### src/core/fdlsm_defines.vh
/*
  constants for the fan drive limit and stall monitor: register indices,
  field positions, reset values and drive-fail period counts.
  assumes the includer maps index n to byte address 4*n on the bus.
*/
`ifndef FDLSM_DEFINES_VH
`define FDLSM_DEFINES_VH

// ==========================================================
// register indices (byte address is four times the index)
`define FDLSM_IDX_CTRL 6'h00
`define FDLSM_IDX_SPIN_CFG 6'h06
`define FDLSM_IDX_RAMP 6'h07
`define FDLSM_IDX_FLOOR 6'h08
`define FDLSM_IDX_THRESH 6'h09
`define FDLSM_IDX_BAND 6'h0A
`define FDLSM_IDX_TARGET 6'h0C
`define FDLSM_IDX_TACH 6'h0E
`define FDLSM_IDX_BASE 6'h10
`define FDLSM_IDX_STATUS 6'h11
`define FDLSM_IDX_MANUAL 6'h12
`define FDLSM_IDX_DRIVE 6'h13

// ==========================================================
// field positions
`define FDLSM_CTRL_EN_BIT 7
`define FDLSM_CTRL_DERIV_HI 4
`define FDLSM_CTRL_DERIV_LO 3
`define FDLSM_SPIN_SEL_HI 7
`define FDLSM_SPIN_SEL_LO 6
`define FDLSM_STAT_STALL_BIT 0
`define FDLSM_STAT_SPIN_BIT 1
`define FDLSM_STAT_DFAIL_BIT 5

// ==========================================================
// reset values
`define FDLSM_RST_CTRL 8'h00
`define FDLSM_RST_RAMP 8'h10
`define FDLSM_RST_FLOOR 8'h66
`define FDLSM_RST_THRESH 8'hF5
`define FDLSM_RST_BAND 13'h0000
`define FDLSM_RST_TARGET 13'h1FFF
`define FDLSM_RST_MANUAL 8'h00

// ==========================================================
// codes and counts
`define FDLSM_OFF_CODE 8'hFF
`define FDLSM_FULL_HI 8'hFF
`define FDLSM_DUTY_MAX 10'h3FF
`define FDLSM_FAIL_PER_1 7'h10
`define FDLSM_FAIL_PER_2 7'h20
`define FDLSM_FAIL_PER_3 7'h40

`endif

### src/core/fdlsm_fail_mon.v
/*
  drive-fail period counter: counts update ticks while full drive
  still leaves the fan short of target, and pulses on overrun.
  assumes tick is a one-cycle pulse on the same clock.
*/
`include "fdlsm_defines.vh"

module fdlsm_fail_mon (
  input wire ref_clk_i,
  input wire reset_n_i,
  input wire tick_i,
  input wire active_i,
  input wire short_i,
  input wire [1:0] sel_i,
  output reg fail_o
);

  reg [6:0] cnt_ff;
  reg [6:0] nxt_cnt;
  reg nxt_fail;

  function [6:0] period;
    input [1:0] sel;
    begin
      if (sel == 2'b11) period = `FDLSM_FAIL_PER_3;
      else if (sel == 2'b10) period = `FDLSM_FAIL_PER_2;
      else period = `FDLSM_FAIL_PER_1;
    end
  endfunction

  // ==========================================================
  // period count
  always @* begin
    nxt_cnt = cnt_ff;
    nxt_fail = 1'b0;
    if (!active_i || !short_i || (sel_i == 2'b00)) begin
      nxt_cnt = 7'h00;
    end else if (tick_i) begin
      // fail after more than the period
      if (cnt_ff >= period(sel_i)) begin
        nxt_fail = 1'b1;
        nxt_cnt = 7'h00;
      end else begin
        nxt_cnt = cnt_ff + 7'h01;
      end
    end
  end

  always @(posedge ref_clk_i) begin
    if (!reset_n_i) begin
      cnt_ff <= 7'h00;
      fail_o <= 1'b0;
    end else begin
      cnt_ff <= nxt_cnt;
      fail_o <= nxt_fail;
    end
  end

endmodule // fdlsm_fail_mon

### src/core/fdlsm_step_limit.v
/*
  next duty value from present duty and requested duty: step cap,
  saturation at full scale and at the minimum drive floor.
  assumes present and requested values are 10-bit duty codes.
*/
`include "fdlsm_defines.vh"

module fdlsm_step_limit (
  input wire [9:0] cur_i,
  input wire [9:0] req_i,
  input wire [7:0] step_i,
  input wire limit_en_i,
  input wire mode8_i,
  input wire [7:0] floor_i,
  output reg [9:0] nxt_o
);

  reg [10:0] step10;
  reg [10:0] up;
  reg [10:0] floor10;
  reg [9:0] res;

  // ==========================================================
  // capped adjustment
  always @* begin
    step10 = 11'h000;
    up = 11'h000;
    floor10 = {1'b0, floor_i, 2'b00};
    res = req_i;
    // 8-bit mode scales step to full range
    step10 = mode8_i ? {1'b0, step_i, 2'b00} : {3'b000, step_i};
    if (limit_en_i && (req_i > cur_i)) begin
      up = {1'b0, cur_i} + step10;
      if (up > {1'b0, `FDLSM_DUTY_MAX}) begin
        up = {1'b0, `FDLSM_DUTY_MAX};
      end
      if (up < {1'b0, req_i}) begin
        res = up[9:0];
      end
    end else if (limit_en_i && (req_i < cur_i)) begin
      if ({1'b0, cur_i} > step10) begin
        up = {1'b0, cur_i} - step10;
      end
      if (up > {1'b0, req_i}) begin
        res = up[9:0];
      end
    end
    if (mode8_i) begin
      res = {res[9:2], 2'b00};
    end
    if ({1'b0, res} < floor10) begin
      res = floor10[9:0];
    end
    nxt_o = res;
  end

endmodule // fdlsm_step_limit

### src/core/fdlsm_top.v
/*
  fan drive limit and stall monitor with an AHB-Lite register slave.
  assumes pid drive, tach count, update tick and spin-up handshake come
  from logic on the same clock; the spin-up routine itself is outside.
*/
// The AHB-Lite register port was chosen for this implementation.
// Behaviour
// - derivative option 0 or 1 caps each drive change at the step value
// - derivative option 2 or 3 applies drive changes without any step cap
// - base frequency 1..3 adds the 8-bit step to the 10-bit duty
// - base frequency 0 runs 8-bit duty, one step may span full scale
// - closed loop update ticks never set drive below floor unless target high byte is FFh; held drive can be lower
// - closed loop restarts a stopped fan automatically
// - in closed loop, end of each spin attempt compares tach with threshold, retries if slow
// - closed loop treats tach above threshold as stall and starts spin-up
// - open loop starts spin-up only when manual drive leaves zero
// - target above threshold, other than FFh, is ignored and present drive is held
// - drive-fail check runs only while drive high byte is full scale
// - shortfall longer than selected period sets drive-fail flag and event
// - fail band holds tach counts in bits 15:3, bits 2:0 reserved
// - floor, threshold and band act only with closed loop enabled
// - period code 3/2/1 gives 64/32/16 updates, 0 disables
// - target high FFh turns drive off, leaving FFh starts spin-up
// - tach counts slow clock periods per turn, larger means slower
`include "fdlsm_defines.vh"

module fdlsm_top #(
  parameter ADDR_W = 8
) (
  input wire ref_clk_i,
  input wire reset_n_i,
  input wire hsel_i,
  input wire [ADDR_W-1:0] haddr_i,
  input wire [1:0] htrans_i,
  input wire hwrite_i,
  input wire [2:0] hsize_i,
  input wire [31:0] hwdata_i,
  input wire hready_i,
  output wire [31:0] hrdata_o,
  output wire hreadyout_o,
  output wire hresp_o,
  input wire update_tick_i,
  input wire [9:0] pid_drive_i,
  input wire [15:0] tach_count_i,
  input wire spin_active_i,
  input wire spin_end_i,
  output wire [9:0] drive_o,
  output wire spin_start_o,
  output wire drive_fail_o
);

  // ==========================================================
  // state
  reg wr_pend_ff;
  reg rd_pend_ff;
  reg [ADDR_W-3:0] idx_ff;
  reg [31:0] hrdata_ff;
  reg hready_ff;
  reg hresp_ff;
  reg [7:0] ctrl_ff;
  reg [1:0] fail_sel_ff;
  reg [7:0] ramp_ff;
  reg [7:0] floor_ff;
  reg [7:0] thresh_ff;
  reg [12:0] band_ff;
  reg [12:0] target_ff;
  reg [1:0] base_ff;
  reg [7:0] manual_ff;
  reg stall_ff;
  reg spin_fail_ff;
  reg dfail_ff;
  reg [9:0] drive_ff;
  reg spin_start_ff;
  reg dfail_evt_ff;
  reg [31:0] nxt_hrdata;
  reg [9:0] nxt_drive;

  wire accept;
  wire fsc_en;
  wire limit_en;
  wire mode8;
  wire [7:0] tgt_hi;
  wire [7:0] tach_hi;
  wire tgt_off;
  wire tgt_ignored;
  wire fan_slow;
  wire [9:0] limited;
  wire [16:0] short_lim;
  wire shortfall;
  wire fail_active;
  wire fail_pulse;
  wire start_tgt;
  wire start_manual;
  wire stall_evt;
  wire retry_evt;
  wire status_wr;

  // ==========================================================
  // bus decode helper
  function wr_hit;
    input pend;
    input [ADDR_W-3:0] idx;
    input [5:0] reg_idx;
    begin
      wr_hit = pend && (idx == reg_idx[ADDR_W-3:0]);
    end
  endfunction

  // only word accesses expected; narrower sizes are treated as words
  assign accept = hsel_i && htrans_i[1] && hready_i;

  always @(posedge ref_clk_i) begin
    if (!reset_n_i) begin
      wr_pend_ff <= 1'b0;
      rd_pend_ff <= 1'b0;
      idx_ff <= {(ADDR_W-2){1'b0}};
      hready_ff <= 1'b1;
      hresp_ff <= 1'b0;
      hrdata_ff <= 32'h00000000;
    end else begin
      wr_pend_ff <= accept && hwrite_i;
      rd_pend_ff <= accept && !hwrite_i;
      if (accept) begin
        idx_ff <= haddr_i[ADDR_W-1:2];
      end
      // one wait state on reads so data comes from a flop
      hready_ff <= !(accept && !hwrite_i);
      hresp_ff <= 1'b0;
      if (rd_pend_ff) begin
        hrdata_ff <= nxt_hrdata;
      end
    end
  end

  // ==========================================================
  // read mux, unmapped reads return zero
  always @* begin
    nxt_hrdata = 32'h00000000;
    if (idx_ff == `FDLSM_IDX_CTRL) begin
      nxt_hrdata[7:0] = ctrl_ff;
    end else if (idx_ff == `FDLSM_IDX_SPIN_CFG) begin
      nxt_hrdata[`FDLSM_SPIN_SEL_HI:`FDLSM_SPIN_SEL_LO] = fail_sel_ff;
    end else if (idx_ff == `FDLSM_IDX_RAMP) begin
      nxt_hrdata[7:0] = ramp_ff;
    end else if (idx_ff == `FDLSM_IDX_FLOOR) begin
      nxt_hrdata[7:0] = floor_ff;
    end else if (idx_ff == `FDLSM_IDX_THRESH) begin
      nxt_hrdata[7:0] = thresh_ff;
    end else if (idx_ff == `FDLSM_IDX_BAND) begin
      nxt_hrdata[15:3] = band_ff;
    end else if (idx_ff == `FDLSM_IDX_TARGET) begin
      nxt_hrdata[15:3] = target_ff;
    end else if (idx_ff == `FDLSM_IDX_TACH) begin
      nxt_hrdata[15:3] = tach_count_i[15:3];
    end else if (idx_ff == `FDLSM_IDX_BASE) begin
      nxt_hrdata[1:0] = base_ff;
    end else if (idx_ff == `FDLSM_IDX_STATUS) begin
      nxt_hrdata[`FDLSM_STAT_STALL_BIT] = stall_ff;
      nxt_hrdata[`FDLSM_STAT_SPIN_BIT] = spin_fail_ff;
      nxt_hrdata[`FDLSM_STAT_DFAIL_BIT] = dfail_ff;
    end else if (idx_ff == `FDLSM_IDX_MANUAL) begin
      nxt_hrdata[7:0] = manual_ff;
    end else if (idx_ff == `FDLSM_IDX_DRIVE) begin
      nxt_hrdata[9:0] = drive_ff;
    end
  end

  // ==========================================================
  // configuration registers
  always @(posedge ref_clk_i) begin
    if (!reset_n_i) begin
      ctrl_ff <= `FDLSM_RST_CTRL;
      fail_sel_ff <= 2'b00;
      ramp_ff <= `FDLSM_RST_RAMP;
      floor_ff <= `FDLSM_RST_FLOOR;
      thresh_ff <= `FDLSM_RST_THRESH;
      band_ff <= `FDLSM_RST_BAND;
      target_ff <= `FDLSM_RST_TARGET;
      base_ff <= 2'b00;
      manual_ff <= `FDLSM_RST_MANUAL;
    end else begin
      if (wr_hit(wr_pend_ff, idx_ff, `FDLSM_IDX_CTRL)) begin
        ctrl_ff <= hwdata_i[7:0];
      end
      if (wr_hit(wr_pend_ff, idx_ff, `FDLSM_IDX_SPIN_CFG)) begin
        fail_sel_ff <= hwdata_i[`FDLSM_SPIN_SEL_HI:`FDLSM_SPIN_SEL_LO];
      end
      if (wr_hit(wr_pend_ff, idx_ff, `FDLSM_IDX_RAMP)) begin
        ramp_ff <= hwdata_i[7:0];
      end
      if (wr_hit(wr_pend_ff, idx_ff, `FDLSM_IDX_FLOOR)) begin
        floor_ff <= hwdata_i[7:0];
      end
      if (wr_hit(wr_pend_ff, idx_ff, `FDLSM_IDX_THRESH)) begin
        thresh_ff <= hwdata_i[7:0];
      end
      if (wr_hit(wr_pend_ff, idx_ff, `FDLSM_IDX_BAND)) begin
        band_ff <= hwdata_i[15:3];
      end
      if (wr_hit(wr_pend_ff, idx_ff, `FDLSM_IDX_TARGET)) begin
        target_ff <= hwdata_i[15:3];
      end
      if (wr_hit(wr_pend_ff, idx_ff, `FDLSM_IDX_BASE)) begin
        base_ff <= hwdata_i[1:0];
      end
      if (wr_hit(wr_pend_ff, idx_ff, `FDLSM_IDX_MANUAL)) begin
        manual_ff <= hwdata_i[7:0];
      end
    end
  end

  // ==========================================================
  // control terms
  assign fsc_en = ctrl_ff[`FDLSM_CTRL_EN_BIT];
  // cap for options 0 and 1
  // no cap for options 2 and 3
  assign limit_en = !ctrl_ff[`FDLSM_CTRL_DERIV_HI];
  assign mode8 = (base_ff == 2'b00);
  assign tgt_hi = target_ff[12:5];
  assign tach_hi = tach_count_i[15:8];
  assign tgt_off = (tgt_hi == `FDLSM_OFF_CODE);
  assign tgt_ignored = (tgt_hi > thresh_ff);
  assign fan_slow = (tach_hi > thresh_ff);

  // ==========================================================
  // spin-up triggers
  // leaving off code starts spin-up
  assign start_tgt = fsc_en && tgt_off &&
    wr_hit(wr_pend_ff, idx_ff, `FDLSM_IDX_TARGET) && (hwdata_i[15:8] != `FDLSM_OFF_CODE);
  // open loop spin-up on leaving zero
  assign start_manual = !fsc_en && (manual_ff == 8'h00) &&
    wr_hit(wr_pend_ff, idx_ff, `FDLSM_IDX_MANUAL) && (hwdata_i[7:0] != 8'h00);
  assign stall_evt = fsc_en && update_tick_i && !spin_active_i && !tgt_off && fan_slow;
  assign retry_evt = fsc_en && spin_end_i && !tgt_off && fan_slow;
  assign status_wr = wr_hit(wr_pend_ff, idx_ff, `FDLSM_IDX_STATUS);

  // ==========================================================
  // step limiter and floor
  fdlsm_step_limit u_step (
    .cur_i(drive_ff),
    .req_i(pid_drive_i),
    .step_i(ramp_ff),
    .limit_en_i(limit_en),
    .mode8_i(mode8),
    .floor_i(floor_ff),
    .nxt_o(limited)
  );

  always @* begin
    nxt_drive = drive_ff;
    if (!fsc_en) begin
      nxt_drive = {manual_ff, 2'b00};
    end else if (tgt_off) begin
      nxt_drive = 10'h000;
    end else if (spin_active_i) begin
      nxt_drive = drive_ff;
    end else if (update_tick_i && !tgt_ignored) begin
      nxt_drive = limited;
    end
  end

  // ==========================================================
  // drive-fail monitor
  // short of target plus band in counts
  assign short_lim = {1'b0, target_ff, 3'b000} + {1'b0, band_ff, 3'b000};
  // reserved low tach bits kept out of the compare
  assign shortfall = ({1'b0, tach_count_i[15:3], 3'b000} > short_lim);
  assign fail_active = fsc_en && !tgt_off && (drive_ff[9:2] == `FDLSM_FULL_HI);

  fdlsm_fail_mon u_fail (
    .ref_clk_i(ref_clk_i),
    .reset_n_i(reset_n_i),
    .tick_i(update_tick_i),
    .active_i(fail_active),
    .short_i(shortfall),
    .sel_i(fail_sel_ff),
    .fail_o(fail_pulse)
  );

  // ==========================================================
  // drive, status and events
  always @(posedge ref_clk_i) begin
    if (!reset_n_i) begin
      drive_ff <= 10'h000;
      spin_start_ff <= 1'b0;
      dfail_evt_ff <= 1'b0;
      stall_ff <= 1'b0;
      spin_fail_ff <= 1'b0;
      dfail_ff <= 1'b0;
    end else begin
      drive_ff <= nxt_drive;
      spin_start_ff <= start_tgt || start_manual || stall_evt || retry_evt;
      dfail_evt_ff <= fail_pulse;
      // set wins over a same-cycle write-one clear
      stall_ff <= stall_evt ||
        (stall_ff && !(status_wr && hwdata_i[`FDLSM_STAT_STALL_BIT]));
      spin_fail_ff <= retry_evt ||
        (spin_fail_ff && !(status_wr && hwdata_i[`FDLSM_STAT_SPIN_BIT]));
      dfail_ff <= fail_pulse ||
        (dfail_ff && !(status_wr && hwdata_i[`FDLSM_STAT_DFAIL_BIT]));
    end
  end

  // ==========================================================
  // outputs
  assign hrdata_o = hrdata_ff;
  assign hreadyout_o = hready_ff;
  assign hresp_o = hresp_ff;
  assign drive_o = drive_ff;
  assign spin_start_o = spin_start_ff;
  assign drive_fail_o = dfail_evt_ff;

endmodule // fdlsm_top

### config.mk
export PLATFORM = sky130hd
export DESIGN_NAME = fdlsm_top
export DESIGN_NICKNAME = d
export VERILOG_FILES = /design/src/core/fdlsm_fail_mon.v /design/src/core/fdlsm_step_limit.v /design/src/core/fdlsm_top.v
export VERILOG_INCLUDE_DIRS = /design/src /design/src/core
export SDC_FILE = /design/constraint.sdc
export NUM_CORES = 1
export LEC_CHECK = 0
export ABC_AREA = 1
export BUFFER_PORTS_ARGS = -buffer_cell sky130_fd_sc_hd__buf_2
export CAP_MARGIN = 0
export CORE_MARGIN = 1
export CORE_UTILIZATION = 45
export CTS_CLUSTER_DIAMETER = 150
export DETAILED_ROUTE_END_ITERATION = 6
export GPL_ROUTABILITY_DRIVEN = 0
export PLACE_DENSITY = 0.65
export SLEW_MARGIN = 30
export SYNTH_ARGS = -nofsm -noshare
export SYNTH_HDL_FRONTEND = slang
export SYNTH_SLANG_ARGS = --single-unit
export TNS_END_PERCENT = 10
### constraint.sdc
create_clock -name ref_clk_i -period 5.9 [get_ports ref_clk_i]
set_clock_uncertainty 0.15 [all_clocks]
set_input_delay 0.885 -clock ref_clk_i [delete_from_list [all_inputs] [get_ports ref_clk_i]]
set_output_delay 0.885 -clock ref_clk_i [all_outputs]
set_load 0.005 [all_outputs]
==> results.toml <==
[outcome]
outcome = "finished, final reports clean"

[worst_setup_path]
cp_max_fo = 16
cp-start-kind = "register"
required_ns = 6.10
crit_path_max_incr_delay_ns = 0.45
crit_top_cell = "nand2_1"
critPathKind = "register to register"
endpoint_kind = "register"
arrival_ns = 5.72
cpMaxStageDelayCell = "fa_1"

[sta]
post-route-min-period_ns = 5.52
finalSetupViolations = 0
max-slew-margin-rel = 0.417
tightest_slew_ns = 0.872
drv_slew = 0
max_freq_mhz = 181
tns_ns = 0
hold_viol = 0
fin_crit_sh = 0.936

[route]
drcViolationCount = 0
vias = 8943
first_pass_iters = 5
vias_per_cell = 5.51
drt_iter0_markers = 673
wl_per_cell_um = 17.2
detail-route-antenna-nets = 0
routed_wirelength_um = 27900

[synth]
ys_ff_latch = 118
netlist-cell-type-count = 54
synth-edff-count = 0
syn_avg_cell_area_um2 = 6.94
netlist_instances = 1272
synth_area_mm2 = 0.00882
synth_top_area_frac = 0.268
synth_top_area_cell = "dfxtp_1"
ys_seq_area_frac = 0.268
ys.flop_type = "dfxtp_1"
ys_async_sr_fraction = 0
synth.area.top_cells = "dfxtp_1 27%, ha_1 15%, nand2_1 8.9%"
yosys_warnings = 0

[layout]
stdcell_count = 1623
insertedDiodeCount = 0
postLayoutCoreUtil = 0.530
synthToLayoutAreaGrowth_pct = 13.9
postLayoutCellArea_mm2 = 0.0100
nets = 1539
layout-drive-gt1-share = 0.121

[cts]
clock_latency_ns = 0.42
cts_hold_buf = 0
clockBufferDepth = 2
clock-root-buffer = "clkbuf_16"
clkSinkCount = 118
cts_tree = "built"
cts-htree-levels = 4
numCtsBuffers = 17
clk_pin_slew_ns = 0.06

[floorplanning]
start_util = 0.465
rows = 50
die_area_mm2 = 0.0202
die_h_um = 142
io_pins = 125
die_w_um = 142
core_mm2 = 0.0190

[global_routing]
antenna_found_initial = 0
grt_pass1_vias = 8260
grt_pass1_wl_um = 43600
grt_max_degree = 91
grt_usage = 0.282
grt-ovfl-total = 0

[power]
p_sw_frac = 0.260
seqPwrFrac = 0.404
p_comb_frac = 0.097
switchingPower_mw = 0.519
clkPwrFrac = 0.499
p_per_area_mw_per_mm2 = 198
p_leak_nw = 4.92
peakVddDrop_v = 0.000190
p_int_mw = 1.48

[placed_design]
place_area_mm2 = 0.00941
dp.final_hpwl_um = 21800
place_inst = 1586
numPortBuffers = 82

[worst_hold_path]
min_path_type = "register to register"

[job]
maxCapViolCount = 0
==> metal layers <==
layer / global-route usage / share of wire / vias up
met5: 0 / 0 / -
met4: 0.110 / 0.037 / 0
met3: 0.0518 / 0.067 / 76
met2: 0.470 / 0.47 / 321
met1: 0.358 / 0.43 / 4110
li1: - / - / 4436
==> per-stage QoR <==
| stage | power [mW] | hold WS [ns] | setup slack, ns |
|---|---|---|---|
| finish | 1.99 | 0.313 | 0.379 |
| global route | 2.06 | 0.335 | -0.0619 |
| CTS | 1.99 | 0.316 | 0.244 |
| detailed placement | 1.01 | 0.307 | 0.298 |
| global placement | 1.00 | 0.303 | 0.405 |
| floorplan | 0.940 | 0.255 | 0.909 |
==> power groups by stage <==
stage | logic, mW | registers (mW) | clock network (mW)
after global routing | 0.215 | 0.806 | 1.04
after detailed placement | 0.184 | 0.823 | 0
after CTS | 0.184 | 0.806 | 0.999
after global placement | 0.181 | 0.823 | 0
after floorplan | 0.118 | 0.822 | 0
final | 0.194 | 0.806 | 0.995
==> registers in the layout, summed over array words and instances, names as in the netlist, 2 cells and up <==
register / count
hrdata_o: 16
band_ff: 13
target_ff: 13
drive_o: 10
ctrl_ff: 8
floor_ff: 8
manual_ff: 8
ramp_ff: 8
thresh_ff: 8
u_fail.cnt_ff: 7
idx_ff: 6
base_ff: 2
fail_sel_ff: 2
==> cells in the final DEF (no fill, tap or decap), types with 5 or more instances in the layout <==
| cell | count |
|---|---|
| buf_4 | 16 |
| nand2_1 | 209 |
| clkbuf_16 | 17 |
| clkinvlp_4 | 6 |
| dfxtp_1 | 118 |
| o22ai_1 | 10 |
| o21bai_1 | 9 |
| a21oi_1 | 146 |
| inv_2 | 7 |
| conb_1 | 17 |
| xor2_1 | 22 |
| nor2_1 | 115 |
| ha_1 | 105 |
| o21ai_0 | 105 |
| buf_2 | 82 |
| inv_1 | 165 |
| nor4_1 | 7 |
| a31oi_1 | 5 |
| a21oi_2 | 6 |
| nor3_1 | 11 |
| o211ai_1 | 29 |
| nand3_1 | 59 |
| nand4_1 | 12 |
| o2111ai_1 | 5 |
==> final cells by class <==
| class | instances | area, um^2 |
|---|---|---|
| Inverter | 177 | 668 |
| Sequential cell | 118 | 2360 |
| Clock buffer | 20 | 467 |
| Tap cell | 260 | 325 |
| Multi-Input combinational cell | 939 | 5600 |
| Fill cell | 1927 | 8910 |
| Timing Repair Buffer | 98 | 531 |
| Clock inverter | 11 | 100 |
==> cell usage after synthesis (5+ instances only) <==
cell type,number
o21ai_0,107
nor4_1,7
o2111ai_1,5
buf_2,5
o211ai_1,29
clkbuf_1,28
nor2_1,117
inv_2,7
o22ai_1,10
a31oi_1,5
ha_1,106
nand2_1,210
nor3_1,11
a21oi_1,146
buf_4,18
o21bai_1,9
dfxtp_1,118
nand4_1,12
inv_1,166
a21oi_2,6
nand3_1,59
xor2_1,22
==> cell families after synthesis <==
logic type,Yosys count,share of synthesized area
other cells,1,0.000425
buf+inv,231,0.108
xor+xnor,25,0.0248
flops,118,0.268
compound gates,352,0.232
fa+ha+maj,109,0.157
simple gates,436,0.210
==> final timing paths <==
check / startpoint / endpoint / slack, ns / cells after the start
setup / recovery: base_ff[0]$_SDFFE_PN0P_ / drive_o[5]$_SDFFE_PN0P_ / 0.38 / 30
hold / removal: hrdata_o[6]$_SDFFE_PN0P_ / hrdata_o[6]$_SDFFE_PN0P_ / 0.31 / 2
setup reg to reg: base_ff[0]$_SDFFE_PN0P_ / drive_o[5]$_SDFFE_PN0P_ / 0.38 / 30
hold reg to reg: hrdata_o[6]$_SDFFE_PN0P_ / hrdata_o[6]$_SDFFE_PN0P_ / 0.31 / 2
==> timing repair <==
action | 4_1_cts | 5_1_grt
endpoints found under the setup margin | 0 | 10
gates resized for setup | 0 | 10
setup buffers | 0 | 6
==> critical path: cells and delay by family, from the launching register on <==
kind | cells | cell delay, ns
AOI/OAI and AO/OA | 7 | 1.29
DFF | 1 | 0.32
adders and majority gates | 4 | 1.27
buffers and inverters | 4 | 0.71
and+or+nand+nor | 15 | 1.71
Power figures use the tool's default switching activity.
